`config.mk`:
```
export PLATFORM = sky130hd
export DESIGN_NAME = cpu_interrupt_hold_control
export DESIGN_NICKNAME = d
export VERILOG_FILES = /design/src/cpu_ctl_pkg.sv /design/src/cpu_interrupt_hold_control.sv
export SDC_FILE = /design/constraint.sdc
export NUM_CORES = 1
export LEC_CHECK = 0
export BUFFER_PORTS_ARGS = -buffer_cell sky130_fd_sc_hd__buf_2
export CAP_MARGIN = 0
export CORE_ASPECT_RATIO = 1.2
export CORE_MARGIN = 1.5
export CORE_UTILIZATION = 35
export CTS_BUF_LIST = sky130_fd_sc_hd__clkbuf_8 sky130_fd_sc_hd__clkbuf_16
export DETAILED_ROUTE_END_ITERATION = 8
export GPL_TIMING_DRIVEN = 0
export PLACE_DENSITY = 0.65
export SLEW_MARGIN = 40
export SYNTH_ARGS = -nofsm -noshare
export SYNTH_HDL_FRONTEND = slang
export SYNTH_SLANG_ARGS = --single-unit
```
`constraint.sdc`:
```
create_clock -name pclk -period 4.3 [get_ports pclk]
set_input_delay 0.86 -clock pclk [delete_from_list [all_inputs] [get_ports pclk]]
set_output_delay 0.86 -clock pclk [all_outputs]
set_load 0.01 [all_outputs]
```
`src/cpu_ctl_pkg.sv`:
```
// Constants and types shared by the processor control unit.
package cpu_ctl_pkg;

  // ****************************************************************
  // Bus status codes driven on the three status outputs
  // ****************************************************************
  localparam logic [2:0] BST_INTERLOCK = 3'h0;
  localparam logic [2:0] BST_MEMORY    = 3'h4;
  localparam logic [2:0] BST_IO        = 3'h2;
  localparam logic [2:0] BST_INTERNAL  = 3'h3;
  localparam logic [2:0] BST_MID       = 3'h6;
  localparam logic [2:0] BST_RELEASED  = 3'h5;

  // ****************************************************************
  // Trap vectors, levels and status word layout
  // ****************************************************************
  localparam logic [15:0] VEC_RESET  = 16'h0000;
  localparam logic [15:0] VEC_NMI    = 16'hfffc;
  localparam logic [3:0]  LVL_RESET  = 4'h0;
  localparam logic [3:0]  LVL_MID    = 4'h2;
  localparam logic [3:0]  LVL_NMI    = 4'h0;
  localparam int          MASK_LSB   = 12;
  localparam int          MASK_MSB   = 15;
  localparam int          VEC_SHIFT  = 2;

  // ****************************************************************
  // Register offsets (byte addresses)
  // ****************************************************************
  localparam logic [7:0] OFS_STATUS = 8'h00;
  localparam logic [7:0] OFS_STATE  = 8'h04;
  localparam logic [7:0] OFS_TRAP   = 8'h08;

  // Kind of bus cycle that the core asks for.
  typedef enum logic [1:0] {
    KIND_MEM       = 2'b00,
    KIND_IO        = 2'b01,
    KIND_INTERNAL  = 2'b10,
    KIND_INTERLOCK = 2'b11
  } cycle_kind_t;

  // Local bus sequencer states.
  typedef enum logic [2:0] {
    ST_IDLE    = 3'b000,
    ST_ADDR    = 3'b001,
    ST_DATA    = 3'b010,
    ST_HLD_ALE = 3'b011,
    ST_HLD_FAL = 3'b100,
    ST_HOLD    = 3'b101
  } bus_state_t;

endpackage : cpu_ctl_pkg

```
`src/cpu_interrupt_hold_control.sv`:
```
// Local bus control, interrupt, hold and coprocessor hand-off unit.
`timescale 1ns/1ps
// Notes on behaviour
// - A bus cycle of any kind completes only when ready is high.
// - While ready is low wait states repeat; ready sampled each one.
// - Ready stretches memory, I/O and internal cycles alike.
// - While interrupt request is low the level code is latched.
// - Grant when latched code is at most mask bits 12-15.
// - Code keeps being sampled while request stays low.
// - Four-bit code, first bit most significant, zero is highest.
// - NMI traps through FFFC after the current instruction.
// - NMI ends the idle state.
// - NMI at reset release runs after the reset trap.
// - NMI held two clocks; recognised once per falling edge.
// - Reset clears the status word and inhibits all strobes.
// - Reset release starts level 0 trap via 0000, status cleared.
// - Reset ends the idle state.
// - Hold request: show released code, then float the bus.
// - Hold released high ends the hold and processing resumes.
// - Status outputs show cycle kind; 000 is interlock; float in hold.
// - MID fetch drives MID status and samples coprocessor input.
// - Coprocessor low: level 2 switch, hold, restore on release.
// - No coprocessor: emulate; undefined opcode traps to level 2.
// - Latch strobe falls once with released code before floating.
module cpu_interrupt_hold_control
  import cpu_ctl_pkg::*;
#(
  parameter int SYNC_W = 9
)(
  // APB slave
  input  wire logic        pclk,
  input  wire logic        presetn,
  input  wire logic        psel,
  input  wire logic        penable,
  input  wire logic        pwrite,
  input  wire logic [7:0]  paddr,
  input  wire logic [31:0] pwdata,
  output logic      [31:0] prdata,
  output logic             pready,
  output logic             pslverr,
  // Asynchronous pins
  input  wire logic        ready,
  input  wire logic        interrupt_request_n,
  input  wire logic [3:0]  interrupt_level_code,
  input  wire logic        nonmaskable_irq_n,
  input  wire logic        hold_n,
  input  wire logic        coproc_present_n,
  // Core side
  input  wire logic        cycle_req,
  input  wire logic [1:0]  cycle_kind,
  input  wire logic        cycle_write,
  input  wire logic        mid_fetch,
  input  wire logic        instr_boundary,
  input  wire logic        emul_undefined,
  output logic             cycle_done,
  output logic             trap_req,
  output logic      [15:0] trap_vector,
  output logic      [3:0]  trap_level,
  output logic             ctx_restore,
  output logic             emul_start,
  output logic             idle_exit,
  // Local bus pins
  output logic             address_latch_strobe,
  output logic             memory_cycle_n,
  output logic             read_strobe_n,
  output logic             write_strobe_n,
  output logic      [2:0]  bus_cycle_status,
  output logic             bus_oe
);

  if (SYNC_W != 9)
  begin : g_bad_w
    $error("SYNC_W must be 9");
  end

  // ****************************************************************
  // Input synchronisers
  // ****************************************************************
  logic [SYNC_W-1:0] raw;
  logic [SYNC_W-1:0] s1_q;
  logic [SYNC_W-1:0] s2_q;
  logic [SYNC_W-1:0] s3_q;
  logic [SYNC_W-1:0] f_q;

  assign raw = {coproc_present_n, hold_n, nonmaskable_irq_n,
                interrupt_level_code, interrupt_request_n, ready};

  // Three stages per bit; a change counts once stages two and three agree.
  genvar gi;
  generate
    for (gi = 0; gi < SYNC_W; gi++)
    begin : g_sync
      always_ff @(posedge pclk or negedge presetn)
      begin
        if (!presetn)
        begin
          s1_q[gi] <= 1'b1;
          s2_q[gi] <= 1'b1;
          s3_q[gi] <= 1'b1;
          f_q[gi]  <= 1'b1;
        end
        else
        begin
          s1_q[gi] <= raw[gi];
          s2_q[gi] <= s1_q[gi];
          s3_q[gi] <= s2_q[gi];
          if (s2_q[gi] == s3_q[gi])
            f_q[gi] <= s3_q[gi];
        end
      end
    end
  endgenerate

  logic       rdy_s;
  logic       irq_n_s;
  logic [3:0] code_s;
  logic       nmi_n_s;
  logic       hold_n_s;
  logic       app_n_s;
  assign rdy_s    = f_q[0];
  assign irq_n_s  = f_q[1];
  assign code_s   = f_q[5:2];
  assign nmi_n_s  = f_q[6];
  assign hold_n_s = f_q[7];
  assign app_n_s  = f_q[8];

  // ****************************************************************
  // Status word, APB slave
  // ****************************************************************
  logic [15:0] status_word_q;
  logic [3:0]  irq_code_q;
  logic        nmi_pend_q;
  logic        reset_pend_q;
  logic        coproc_q;
  logic        apb_wr;
  logic        apb_setup;
  bus_state_t  state_q;
  bus_state_t  state_d;

  assign apb_wr    = psel && penable && pwrite;
  assign apb_setup = psel && !penable;
  assign pready    = 1'b1;

  // Reset clears the whole word, and the reset trap clears it again.
  always_ff @(posedge pclk or negedge presetn)
  begin
    if (!presetn)
      status_word_q <= 16'h0000;
    else if (reset_pend_q)
      status_word_q <= 16'h0000;
    else if (apb_wr && paddr == OFS_STATUS)
      status_word_q <= pwdata[15:0];
  end

  // Read data is captured in the setup phase so that it comes from a flop.
  always_ff @(posedge pclk or negedge presetn)
  begin
    if (!presetn)
    begin
      prdata  <= 32'h0000_0000;
      pslverr <= 1'b0;
    end
    else if (apb_setup)
    begin
      pslverr <= 1'b0;
      if (paddr == OFS_STATUS)
        prdata <= {16'h0000, status_word_q};
      else if (paddr == OFS_STATE)
        prdata <= {20'h00000, irq_code_q, 1'b0, state_q,
                   coproc_q, nmi_pend_q, reset_pend_q, !irq_n_s};
      else if (paddr == OFS_TRAP)
        prdata <= {12'h000, trap_level, trap_vector};
      else
      begin
        prdata  <= 32'h0000_0000;
        pslverr <= 1'b1;
      end
    end
  end

  // ****************************************************************
  // Interrupt and trap logic
  // ****************************************************************
  logic       nmi_prev_q;
  logic       nmi_fall;
  logic       grant;
  logic [3:0] mask;

  assign mask     = status_word_q[MASK_MSB:MASK_LSB];
  assign nmi_fall = nmi_prev_q && !nmi_n_s;
  // Grant once the latch holds the current code; lower code wins.
  assign grant    = !irq_n_s && irq_code_q == code_s &&
                    irq_code_q <= mask;

  // The code register follows the pins for as long as the request is low.
  always_ff @(posedge pclk or negedge presetn)
  begin
    if (!presetn)
      irq_code_q <= 4'hf;
    else if (!irq_n_s)
      irq_code_q <= code_s;
  end

  // A falling edge arms one NMI; the set wins over the service clear.
  always_ff @(posedge pclk or negedge presetn)
  begin
    if (!presetn)
    begin
      nmi_prev_q <= 1'b1;
      nmi_pend_q <= 1'b0;
    end
    else
    begin
      nmi_prev_q <= nmi_n_s;
      if (nmi_fall)
        nmi_pend_q <= 1'b1;
      else if (trap_req && trap_vector == VEC_NMI)
        nmi_pend_q <= 1'b0;
    end
  end

  // The reset trap is pending from release; nothing else may come first.
  always_ff @(posedge pclk or negedge presetn)
  begin
    if (!presetn)
      reset_pend_q <= 1'b1;
    else
      reset_pend_q <= 1'b0;
  end

  // Trap selection: reset, then NMI, then level 2, then maskable at a boundary.
  always_ff @(posedge pclk or negedge presetn)
  begin
    if (!presetn)
    begin
      trap_req    <= 1'b0;
      trap_vector <= VEC_RESET;
      trap_level  <= LVL_RESET;
    end
    else
    begin
      trap_req <= 1'b0;
      if (reset_pend_q)
      begin
        trap_req    <= 1'b1;
        trap_vector <= VEC_RESET;
        trap_level  <= LVL_RESET;
      end
      else if (nmi_pend_q && !trap_req && (instr_boundary ||
               trap_vector == VEC_RESET))
      begin
        // Straight after the reset trap, before its first instruction.
        trap_req    <= 1'b1;
        trap_vector <= VEC_NMI;
        trap_level  <= LVL_NMI;
      end
      else if (mid_fetch && !app_n_s)
      begin
        trap_req    <= 1'b1;
        trap_vector <= {12'h000, LVL_MID} << VEC_SHIFT;
        trap_level  <= LVL_MID;
      end
      else if (emul_undefined)
      begin
        trap_req    <= 1'b1;
        trap_vector <= {12'h000, LVL_MID} << VEC_SHIFT;
        trap_level  <= LVL_MID;
      end
      else if (grant && instr_boundary && !trap_req)
      begin
        trap_req    <= 1'b1;
        trap_vector <= {12'h000, irq_code_q} << VEC_SHIFT;
        trap_level  <= irq_code_q;
      end
    end
  end

  // Idle ends on an NMI edge or at the end of reset.
  always_ff @(posedge pclk or negedge presetn)
  begin
    if (!presetn)
      idle_exit <= 1'b0;
    else
      idle_exit <= nmi_fall || reset_pend_q;
  end

  // ****************************************************************
  // Coprocessor hand-off
  // ****************************************************************
  // Without a coprocessor the opcode goes to the emulation store.
  always_ff @(posedge pclk or negedge presetn)
  begin
    if (!presetn)
    begin
      coproc_q    <= 1'b0;
      emul_start  <= 1'b0;
      ctx_restore <= 1'b0;
    end
    else
    begin
      emul_start  <= mid_fetch && app_n_s;
      ctx_restore <= coproc_q && app_n_s && state_q == ST_HOLD;
      if (mid_fetch && !app_n_s)
        coproc_q <= 1'b1;
      else if (coproc_q && app_n_s && state_q == ST_HOLD)
        coproc_q <= 1'b0;
    end
  end

  // ****************************************************************
  // Local bus sequencer
  // ****************************************************************
  logic hold_want;
  assign hold_want = !hold_n_s || coproc_q;

  always_comb
  begin
    state_d = state_q;
    case (state_q)
      ST_IDLE:
        if (hold_want)
          state_d = ST_HLD_ALE;
        else if (cycle_req || mid_fetch)
          state_d = ST_ADDR;
      ST_ADDR:
        state_d = ST_DATA;
      ST_DATA:
        if (rdy_s)
          state_d = ST_IDLE;
      ST_HLD_ALE:
        state_d = ST_HLD_FAL;
      ST_HLD_FAL:
        state_d = ST_HOLD;
      ST_HOLD:
        if (!hold_want)
          state_d = ST_IDLE;
      default:
        state_d = ST_IDLE;
    endcase
  end

  always_ff @(posedge pclk or negedge presetn)
  begin
    if (!presetn)
      state_q <= ST_IDLE;
    else
      state_q <= state_d;
  end

  // Cycle attributes are held for the whole cycle.
  logic [1:0] kind_q;
  logic       write_q;
  logic       mid_q;
  always_ff @(posedge pclk or negedge presetn)
  begin
    if (!presetn)
    begin
      kind_q  <= KIND_INTERNAL;
      write_q <= 1'b0;
      mid_q   <= 1'b0;
    end
    else if (state_q == ST_IDLE && state_d == ST_ADDR)
    begin
      kind_q  <= cycle_kind;
      write_q <= cycle_write;
      mid_q   <= mid_fetch;
    end
  end

  // Pin drive; read and write strobes rest high, and reset forces all strobes inactive.
  always_ff @(posedge pclk or negedge presetn)
  begin
    if (!presetn)
    begin
      address_latch_strobe <= 1'b0;
      memory_cycle_n       <= 1'b1;
      read_strobe_n        <= 1'b1;
      write_strobe_n       <= 1'b1;
      bus_cycle_status     <= BST_INTERNAL;
      bus_oe               <= 1'b1;
      cycle_done           <= 1'b0;
    end
    else
    begin
      cycle_done           <= state_q == ST_DATA && rdy_s;
      address_latch_strobe <= state_d == ST_ADDR ||
                              state_d == ST_HLD_ALE;
      bus_oe               <= state_d != ST_HOLD;
      memory_cycle_n       <= !((state_d == ST_ADDR ||
                                 state_d == ST_DATA) &&
                                kind_q == KIND_MEM &&
                                state_q != ST_IDLE ||
                                state_d == ST_ADDR &&
                                cycle_kind == KIND_MEM);
      read_strobe_n        <= !(state_d == ST_DATA && !write_q);
      write_strobe_n       <= !(state_d == ST_DATA && write_q);
      if (state_d == ST_HLD_ALE)
        bus_cycle_status <= BST_RELEASED;
      else if (state_d == ST_ADDR)
      begin
        if (mid_fetch)
          bus_cycle_status <= BST_MID;
        else if (cycle_kind == KIND_MEM)
          bus_cycle_status <= BST_MEMORY;
        else if (cycle_kind == KIND_IO)
          bus_cycle_status <= BST_IO;
        else if (cycle_kind == KIND_INTERLOCK)
          bus_cycle_status <= BST_INTERLOCK;
        else
          bus_cycle_status <= BST_INTERNAL;
      end
    end
  end
endmodule : cpu_interrupt_hold_control

```
; ---- Word-level counts from Yosys, hierarchy flattened
; Cells that the tools add are included.
[totals]
inputBits = 61
output_inout_bits = 67
word_cells = 174
ff_bits = 132
[op_classes]
eq_ne = 24
magnitude_cmp = 1
muxes = 38
reduce_logical = 51
[ops]
columns = operator, count
row1 = $mux 16, 7
row2 = $mux 20, 2
row3 = $mux 32, 1
row4 = $mux 3, 8
row5 = $logic_and 1x1->1, 23
row6 = $mux 4, 5
row7 = $pmux 3 s6, 1
row8 = $eq 16x16->1 const B, 1
row9 = $logic_not 16->1, 1
row10 = $eq 3x2->1 const B, 4
row11 = $mux 1, 12
row12 = $logic_not 1->1, 10
row13 = $eq 1x1->1, 9
row14 = $eq 8x3->1 const B, 1
row15 = $eq 8x4->1 const B, 1
row16 = $logic_not 8->1, 1
row17 = $reduce_bool 2->1, 4
row18 = $logic_or 1x1->1, 7
row19 = $eq 3x1->1 const B, 2
row20 = $eq 3x3->1 const B, 2
row21 = $reduce_bool 5->1, 1
row22 = $eq 4x4->1, 1
row23 = $le 4x4->1, 1
row24 = $logic_not 2->1, 2
row25 = other kinds (6), 7

; ---- Depth between registers and ports, before layout
; Gate-level depths: netlist of run 1.
[logic_depth]
word_depth = 10
ltp_mapped = 8
mapped_depth_nobuf = 7

; ---- Worst setup path before layout of run 1
; No wires, ideal clock.
[synth_path]
path_kind = input to register
from = input paddr[5]
to = register status_word_q[10]
slack_ns = 1.555
setup_ns = 0.121
t_arrival_ns = 2.624
required_time_ns = 4.179
path_buffers = 2
stages = 7
path_cell_list = or4_4 > nor4b_4 > nand4_1 > nor2b_1 > buf_6 > buf_6 > a22o_1
[synth_via]
elab_chain_cells = 3
[synth_lines]
columns = item, line_no
row1 = start: declaration, cpu_interrupt_hold_control.sv:36  ; input wire logic [7:0] paddr,
row2 = $logic_not 8->1, cpu_interrupt_hold_control.sv:151  ; else if (apb_wr && paddr == OFS_STATUS)
row3 = $logic_and 1x1->1, cpu_interrupt_hold_control.sv:151
row4 = $reduce_bool 2->1 (no line), -
row5 = end signal: assignment, cpu_interrupt_hold_control.sv:152  ; status_word_q <= pwdata[15:0];
row6 = end: declaration, cpu_interrupt_hold_control.sv:130  ; logic [15:0] status_word_q;
; Every way passes these cells.
; A chain may end at the register's enable or synchronous reset.

; ---- Final worst setup path of run 1
[layout_path]
from = input paddr[5]
to = register status_word_q[12]
; Same word-level chain as after synthesis.

==> metrics, run 1 <==
routed wire length=9479 um; Tightest Pin Transition=around 0.60 ns; logic gate share of total power=15.4%; Final #Nets=around 560; Net Sw Frac=approximately 26%; gpl congestion=0.8326; outcome=finished, final reports clean; crit path time final=2.764 ns; DP Area=0.005195 mm2; Total GRT Usage=roughly 15%; WL per Instance=14.49 um; Multi-input gate area=0.001409 mm2; Fmax=361.8 MHz; Peak supply drop=~0.18 mV; max-cap violation count=0; vias=3016; vias per std cell=4.612; WP data required=4.58 ns; final core occ=45.07%; starting density of the core=36.19%; min-delay src=s1_q[0]; Ys Warns=0; largest net degree at the start of global routing=56; DP Worst Slack=1.135 ns; PnR worst setup slack=1.536 ns; CP Launch Type=input pin; die span in x=105.6 um; post-cts resize count=0; initial detailed-routing violation count=150; Most Used Layer, Global Route=met2; root buf cell=clkbuf_16; met3 GRT Util=under 10%; clock-pin slew on the worst setup and hold paths=roughly 0.070 ns; antenna violations before repair=0; Tcrit/Tclk final=64.28%; P_leak=~2.6 nW; Flop pwr share=50.9%; register area share after synthesis=63.06%; FF-to-FF Start=irq_code_q[3]; RSZ-0062 raised after global routing=no; Area Growth Syn to Fin=24.53%; Pins Over Slew Limit=0; Post-CTS Setup Repair Bufs=0; Synth cell types=43; Fin Clk Skew=0.01150 ns; Post-synth EDFFs=0; drt first pass iters=4; worst hold path type=flip-flop to flip-flop; Most used DFF post-synth=dfrtp_1; average cell area after synthesis=12.08 um2; Max Buffers Root-to-Sink=2; total power=2.456 mW; asr flop ratio synth=100.0%; synth top area cells=dfrtp_1 34%, dfstp_2 29%, buf_4 4.1%; Pint=1.821 mW; post-route ant nets=0; CTS buffer count=9; Fill cells=~1200; register area=0.002789 mm2; Crit. Startpoint=paddr[5]; H-tree levels=3; DIE AREA=0.01332 mm2; Synth top area share=between 30% and 40%; Final Hold Viols=0; drt drc=0; power per cell area=446.0 mW/mm2; die height=126.1 um; Setup TNS Final=0 ns; NetSw=0.6352 mW; clock network power share=33.7%; Ant. Diodes=0; Yosys reg bits=109; hold slack final=0.3558 ns; cts hold-fix bufs=0; Synth Cell Area=0.004423 mm2; Worst Path Max Fanout=10; PortBufs=96; Layout Cell Area excl Fill=approximately 0.0055 mm2; DP Cell Count=638; clock sink count=109; cell count after synthesis=366; crit path DAT=3.04 ns; Post-DP HPWL=7037 um; grt total ovfl=0; GR Util met1=17.75%; Yosys top cell by area=dfrtp_1; Cell Count, Final, Fillers Out=654; core area=around 0.012 mm2; first-pass GRT wire length=around 15000 um; vias in the first global route=2988; Top Ports=128; # rows=44; final setup vio count=0; crit end category=flip-flop; met2 Use GR=24.68%; TritonCTS clock tree=built; CP Class=input pin to flip-flop; layout cell share with drive strength beyond 1=39.76%; worst skew pair latency=0.34 ns; Slew HR=between 60% and 70%
worst max-delay path, cell delays in order:
cell,delay [ns]
buf_2,0.10
or4_4,0.54
nor4b_4,0.52
nand4_1,0.23
nor2_2,0.33
buf_2,0.29
a22o_1,0.17
power groups by stage:
stage                     clock network (mW)  registers [mW]  logic [mW]
after floorplan                            0            1.27       0.214
after global placement                     0            1.26       0.369
after detailed placement                   0            1.27       0.382
after CTS                              0.859            1.25       0.384
after global routing                   0.890            1.27       0.427
final                                  0.827            1.25       0.379
area by class of cell:
| type | instances | share of cell area, % |
|---|---|---|
| Inverter | 11 | 0.7497 |
| Buffer | 37 | 4.475 |
| Tap cell | 161 | 3.657 |
| Clock buffer | 11 | 4.589 |
| Timing Repair Buffer | 97 | 9.405 |
| Sequential cell | 109 | 50.64 |
| Clock inverter | 5 | 0.9087 |
| Multi-Input combinational cell | 223 | 25.58 |
cell usage in the layout (no fill, tap or decap), types with 5 or more instances in the layout:
cell	Yosys	final
o21ai_0	13	13
dfstp_2	49	49
maj3_1	9	9
clkbuf_16	0	9
inv_1	11	13
buf_2	2	97
nand2_1	20	20
mux2i_1	11	11
buf_4	24	24
a22o_1	20	20
clkbuf_1	8	8
nand2b_1	10	10
ha_1	6	6
nor2_1	40	40
nand3_1	5	5
dfrtp_1	60	60
conb_1	2	16
a21oi_1	26	26
nor2b_1	5	5
logic make-up (layout without fill, tap and decap cells):
kind of cell	Yosys count	in the layout	synth area share, %
flops	109	109	63.06
simple gates	98	98	10.89
compound gates	72	72	10.58
buf+inv	48	161	6.506
mux	18	18	4.272
fa+ha+maj	15	15	3.734
xor+xnor	4	4	0.7920
other cells	2	16	0.1698
flip-flops by register name, indices dropped and copies added (netlist names), 2 cells and up:
name / flops
s2_q: 9
trap_level: 4
bus_cycle_status: 3
trap_vector: 5
irq_code_q: 4
s3_q: 9
code_s: 4
kind_q: 2
prdata: 20
state_q: 3
status_word_q: 16
s1_q: 9
Yosys cell counts, types with 2 or more instances:
cell type,instances
dfrtp_1,60
dfstp_2,49
nor2_1,40
a21oi_1,26
buf_4,24
a22o_1,20
nand2_1,20
o21ai_0,13
inv_1,11
mux2i_1,11
nand2b_1,10
maj3_1,9
clkbuf_1,8
ha_1,6
nand3_1,5
nor2b_1,5
a221oi_1,4
mux2_2,4
nand4_1,4
xnor2_1,4
mux2_1,3
nor3_1,3
buf_2,2
buf_6,2
conb_1,2
nor3b_1,2
o21ai_1,2
or3_1,2
worst paths after layout:
kind / endpoint / slack (ns) / cells after the start
setup / recovery: status_word_q[12] / 1.54 / 7
setup reg to reg: trap_vector[2] / 2.12 / 7
hold reg to reg: s2_q[0] / 0.36 / 0
hold / removal: s2_q[0] / 0.36 / 0
max in group asynchronous: reset_pend_q / 3.23 / 2
min in group asynchronous: address_latch_strobe / 0.43 / 1
per-layer routing:
metal | vias to the layer above | wire length (um) | share of wire, %
met1 | 1452 | 3941 | 42
met3 | 12 | 624 | 6.6
li1 | 1466 | - | -
met4 | 0 | 196 | 2.1
met5 | - | 0 | 0
met2 | 86 | 4716 | 50
No activity file was read; power rests on OpenSTA's default activity.
==> inputs of run 2 (changes only) <==
--- a/config.mk
+++ b/config.mk
@@ -5,6 +5,7 @@
 export SDC_FILE = /design/constraint.sdc
 export NUM_CORES = 1
 export LEC_CHECK = 0
+export ABC_AREA = 1
 export BUFFER_PORTS_ARGS = -buffer_cell sky130_fd_sc_hd__buf_2
 export CAP_MARGIN = 0
 export CORE_ASPECT_RATIO = 1.2
@@ -13,7 +14,7 @@
 export CTS_BUF_LIST = sky130_fd_sc_hd__clkbuf_8 sky130_fd_sc_hd__clkbuf_16
 export DETAILED_ROUTE_END_ITERATION = 8
 export GPL_TIMING_DRIVEN = 0
-export PLACE_DENSITY = 0.65
+export PLACE_DENSITY = 0.66
 export SLEW_MARGIN = 40
 export SYNTH_ARGS = -nofsm -noshare
 export SYNTH_HDL_FRONTEND = slang
==> constraint.sdc (replaced) <==
create_clock -name pclk -period 2.45 [get_ports pclk]
set_input_delay 0.49 -clock pclk [delete_from_list [all_inputs] [get_ports pclk]]
set_output_delay 0.49 -clock pclk [all_outputs]
set_load 0.01 [all_outputs]
==> metrics, run 2 <==
logic gate share of total power=17.4% (+2.0 points); starting density of the core=35.82% (-0.37 points); DP Area=0.005502 mm2 (+5.9%); routed wire length=10700 um (+13%); CP Class=flip-flop to flip-flop; Yosys top cell by area=dfrtp_1; Final Hold Viols=0 (unchanged); reg2reg path depth=9 (+2); asr flop ratio synth=100.0% (unchanged); total power=4.405 mW (+79%); die height=130.2 um (+3.2%); register area share after synthesis=59.08% (-4.0 points); Post-synth EDFFs=0 (unchanged); drt drc=0 (unchanged); hold slack final=0.2296 ns (-0.1262 ns); Peak supply drop=0.4767 mV (+170%); layout cell share with drive strength beyond 1=34.18% (-5.6 points); Fmax=551.3 MHz; post-route ant nets=0 (unchanged); gpl congestion=0.8447 (+1.5%); Synth Cell Area=0.004721 mm2 (+6.7%); # rows=46 (+4.5%); DIE AREA=0.01420 mm2 (+6.6%); P_leak=3.060 nW (+16%); Tcrit/Tclk final=74.03%; Post-CTS Setup Repair Bufs=0 (unchanged); core area=0.01318 mm2 (+7.8%); Top Ports=128 (unchanged); commonest non-fill, non-tap cell in the layout=nand2_1; clock-pin slew on the worst setup and hold paths=0.08 ns (about the same); FF-to-FF Start=trap_vector[14]; Tightest Pin Transition=0.5230 ns (-0.07433 ns); Net Sw Frac=30.06% (+4.2 points); root buf cell=clkbuf_16; Pint=3.081 mW (+69%); Synth cell types=34 (-21%); max-cap violation count=0 (unchanged); Post-synth top cells=145 x nand2_1, 60 x dfrtp_1, 59 x nand3_1, 49 x dfstp_2, 35 x inv_1; clock network power share=31.9% (-1.8 points); Final #Nets=694 (+25%); DP Cell Count=783 (+23%); outcome=finished, final reports clean; RSZ-0062 raised after global routing=no; initial detailed-routing violation count=150 (unchanged); R2R setup slack=0.64 ns (-1.48 ns); Yosys reg bits=109 (unchanged); WP data required=2.70 ns (-1.88 ns); grt total ovfl=0 (unchanged); Worst Path Max Fanout=14 (+4); NetSw=1.324 mW (+110%); Max Buffers Root-to-Sink=2 (unchanged); vias=3651 (+21%); crit path time final=~1.8 ns; Ys Warns=0 (unchanged); CP Launch Type=flip-flop; Worst R2R End=trap_level[0]; Post-DP HPWL=8133 um (+16%); largest net degree at the start of global routing=77 (+38%); first-pass GRT wire length=17670 um (+18%); Reg with most FFs=prdata; final core occ=44.03% (-1.0 points); PortBufs=96 (unchanged); Layout Cell Area excl Fill=0.005803 mm2 (+5.4%); Fin Clk Skew=0.006842 ns (-0.004660 ns); crit end category=flip-flop; worst hold path type=input pin to flip-flop; most frequent cells in the layout=145 x nand2_1, 99 x buf_2, 60 x dfrtp_1; power per cell area=759.1 mW/mm2 (+70%); Pins Over Slew Limit=0 (unchanged); Total GRT Usage=16.24% (+1.6 points); H-tree levels=3 (unchanged); final setup vio count=0 (unchanged); Most used DFF post-synth=dfrtp_1; Crit. Startpoint=trap_vector[14]; vias in the first global route=3615 (+21%); worst skew pair latency=0.35 ns (about the same); clock sink count=109 (unchanged); vias per std cell=4.564 (-1.0%); most frequent cell after synthesis=nand2_1; max FFs per register=20 (unchanged); Ant. Diodes=0 (unchanged); average cell area after synthesis=9.367 um2 (-22%); antenna violations before repair=0 (unchanged); synth top area cells=dfrtp_1 32%, dfstp_2 27%, nand2_1 12%; cell count after synthesis=504 (+38%); CTS buffer count=9 (unchanged); drt first pass iters=4 (unchanged); crit path DAT=2.06 ns (-0.98 ns); TritonCTS clock tree=built; Fill cells=1297 (+12%); Cell Count, Final, Fillers Out=800 (+22%); Flop pwr share=50.7% (-0.2 points); die span in x=109.0 um (+3.2%); WL per Instance=13.37 um (-7.7%); Worst Setup EP=trap_level[0]; Synth top area share=31.80% (-2.1 points); Area Growth Syn to Fin=22.93%; Regs by FF count=prdata x20, status_word_q x16; Slew HR=65.13% (+5.0 points); min-delay src=ready
[run 2: changes by cell type after synthesis, moves of 5 or more]
cell,before,now
inv_1,11,35
nand2_1,20,145
nor2b_1,5,0
nand2b_1,10,0
o21ai_0,13,6
nor2_1,40,26
inv_2,0,14
mux2i_1,11,0
a22o_1,20,0
a21oi_1,26,18
o21ai_1,2,7
nand3_1,5,59
[run 2: cell type report]
class	instances	area, um2	share of cell area, %
multi-input cells	323	1559	26.87
well taps	168	210.2	3.622
repair buffers	98	528.0	9.099
inverters	49	183.9	3.169
clock inverters	7	66.31	1.143
clock buffers	9	225.2	3.881
flip-flops and latches	109	2789	48.06
plain buffers	37	241.5	4.161
[run 2: cell families after synthesis]
group / Yosys count / synth area share, %
AOI/OAI and AO/OA: 36 / 4.029
DFF: 109 / 59.08
buffers and inverters: 86 / 9.011
other: 2 / 0.1591
adders and majority gates: 15 / 3.499
and+or+nand+nor: 256 / 24.22
[run 2: power by group through the flow]
stage          Combinational [mW]  Sequential [mW]  Clock [mW]
4_1_cts                     0.782             2.23        1.46
2_1_floorplan               0.443             2.26           0
3_5_place_dp                0.779             2.26           0
5_1_grt                     0.877             2.26        1.54
6_report                    0.767             2.23        1.41
3_3_place_gp                0.748             2.25           0
[run 2: through the flow]
step | setup slack, ns | setup TNS [ns]
floorplan | 0.9134 | 0
global placement | -0.2429 | -14.33
detailed placement | 0.6079 | 0
CTS | 0.5911 | 0
global route | 0.3889 | 0
finish | 0.6362 | 0
[run 2: worst min-delay path by stage]
stage	slack [ns]	endpoint	cells after the start
floorplan	0.19	address_latch_strobe	0
global placement	0.35	s2_q[0]	0
detailed placement	0.35	s2_q[6]	0
CTS	0.21	s1_q[8]	1
global route	0.21	s1_q[7]	1
finish	0.23	s1_q[0]	1
[run 2: routing by layer]
layer	track usage [%]	routed length (um)	vias to the layer above
li1	-	-	1816
met1	19.51	4437	1721
met2	28.13	5488	99
met3	3.546	543	15
met4	6.502	229	0
met5	0	0	-
[run 2: timing repair]
| item | 4_1_cts | 5_1_grt |
|---|---|---|
| hold buffers | 1 | 0 |
| gates resized for setup | 0 | 0 |
| endpoints found under the hold margin | 20 | 0 |
[run 2: critical path, cell delays in order (launching register included)]
cell and delay [ns]:
dfrtp_1 0.61, inv_1 0.15, nand3_1 0.13, nand2_1 0.07, nand2_1 0.15, nand2_1 0.11
nor2_4 0.22, nand2_2 0.13, nand2_1 0.09, nand2_1 0.05
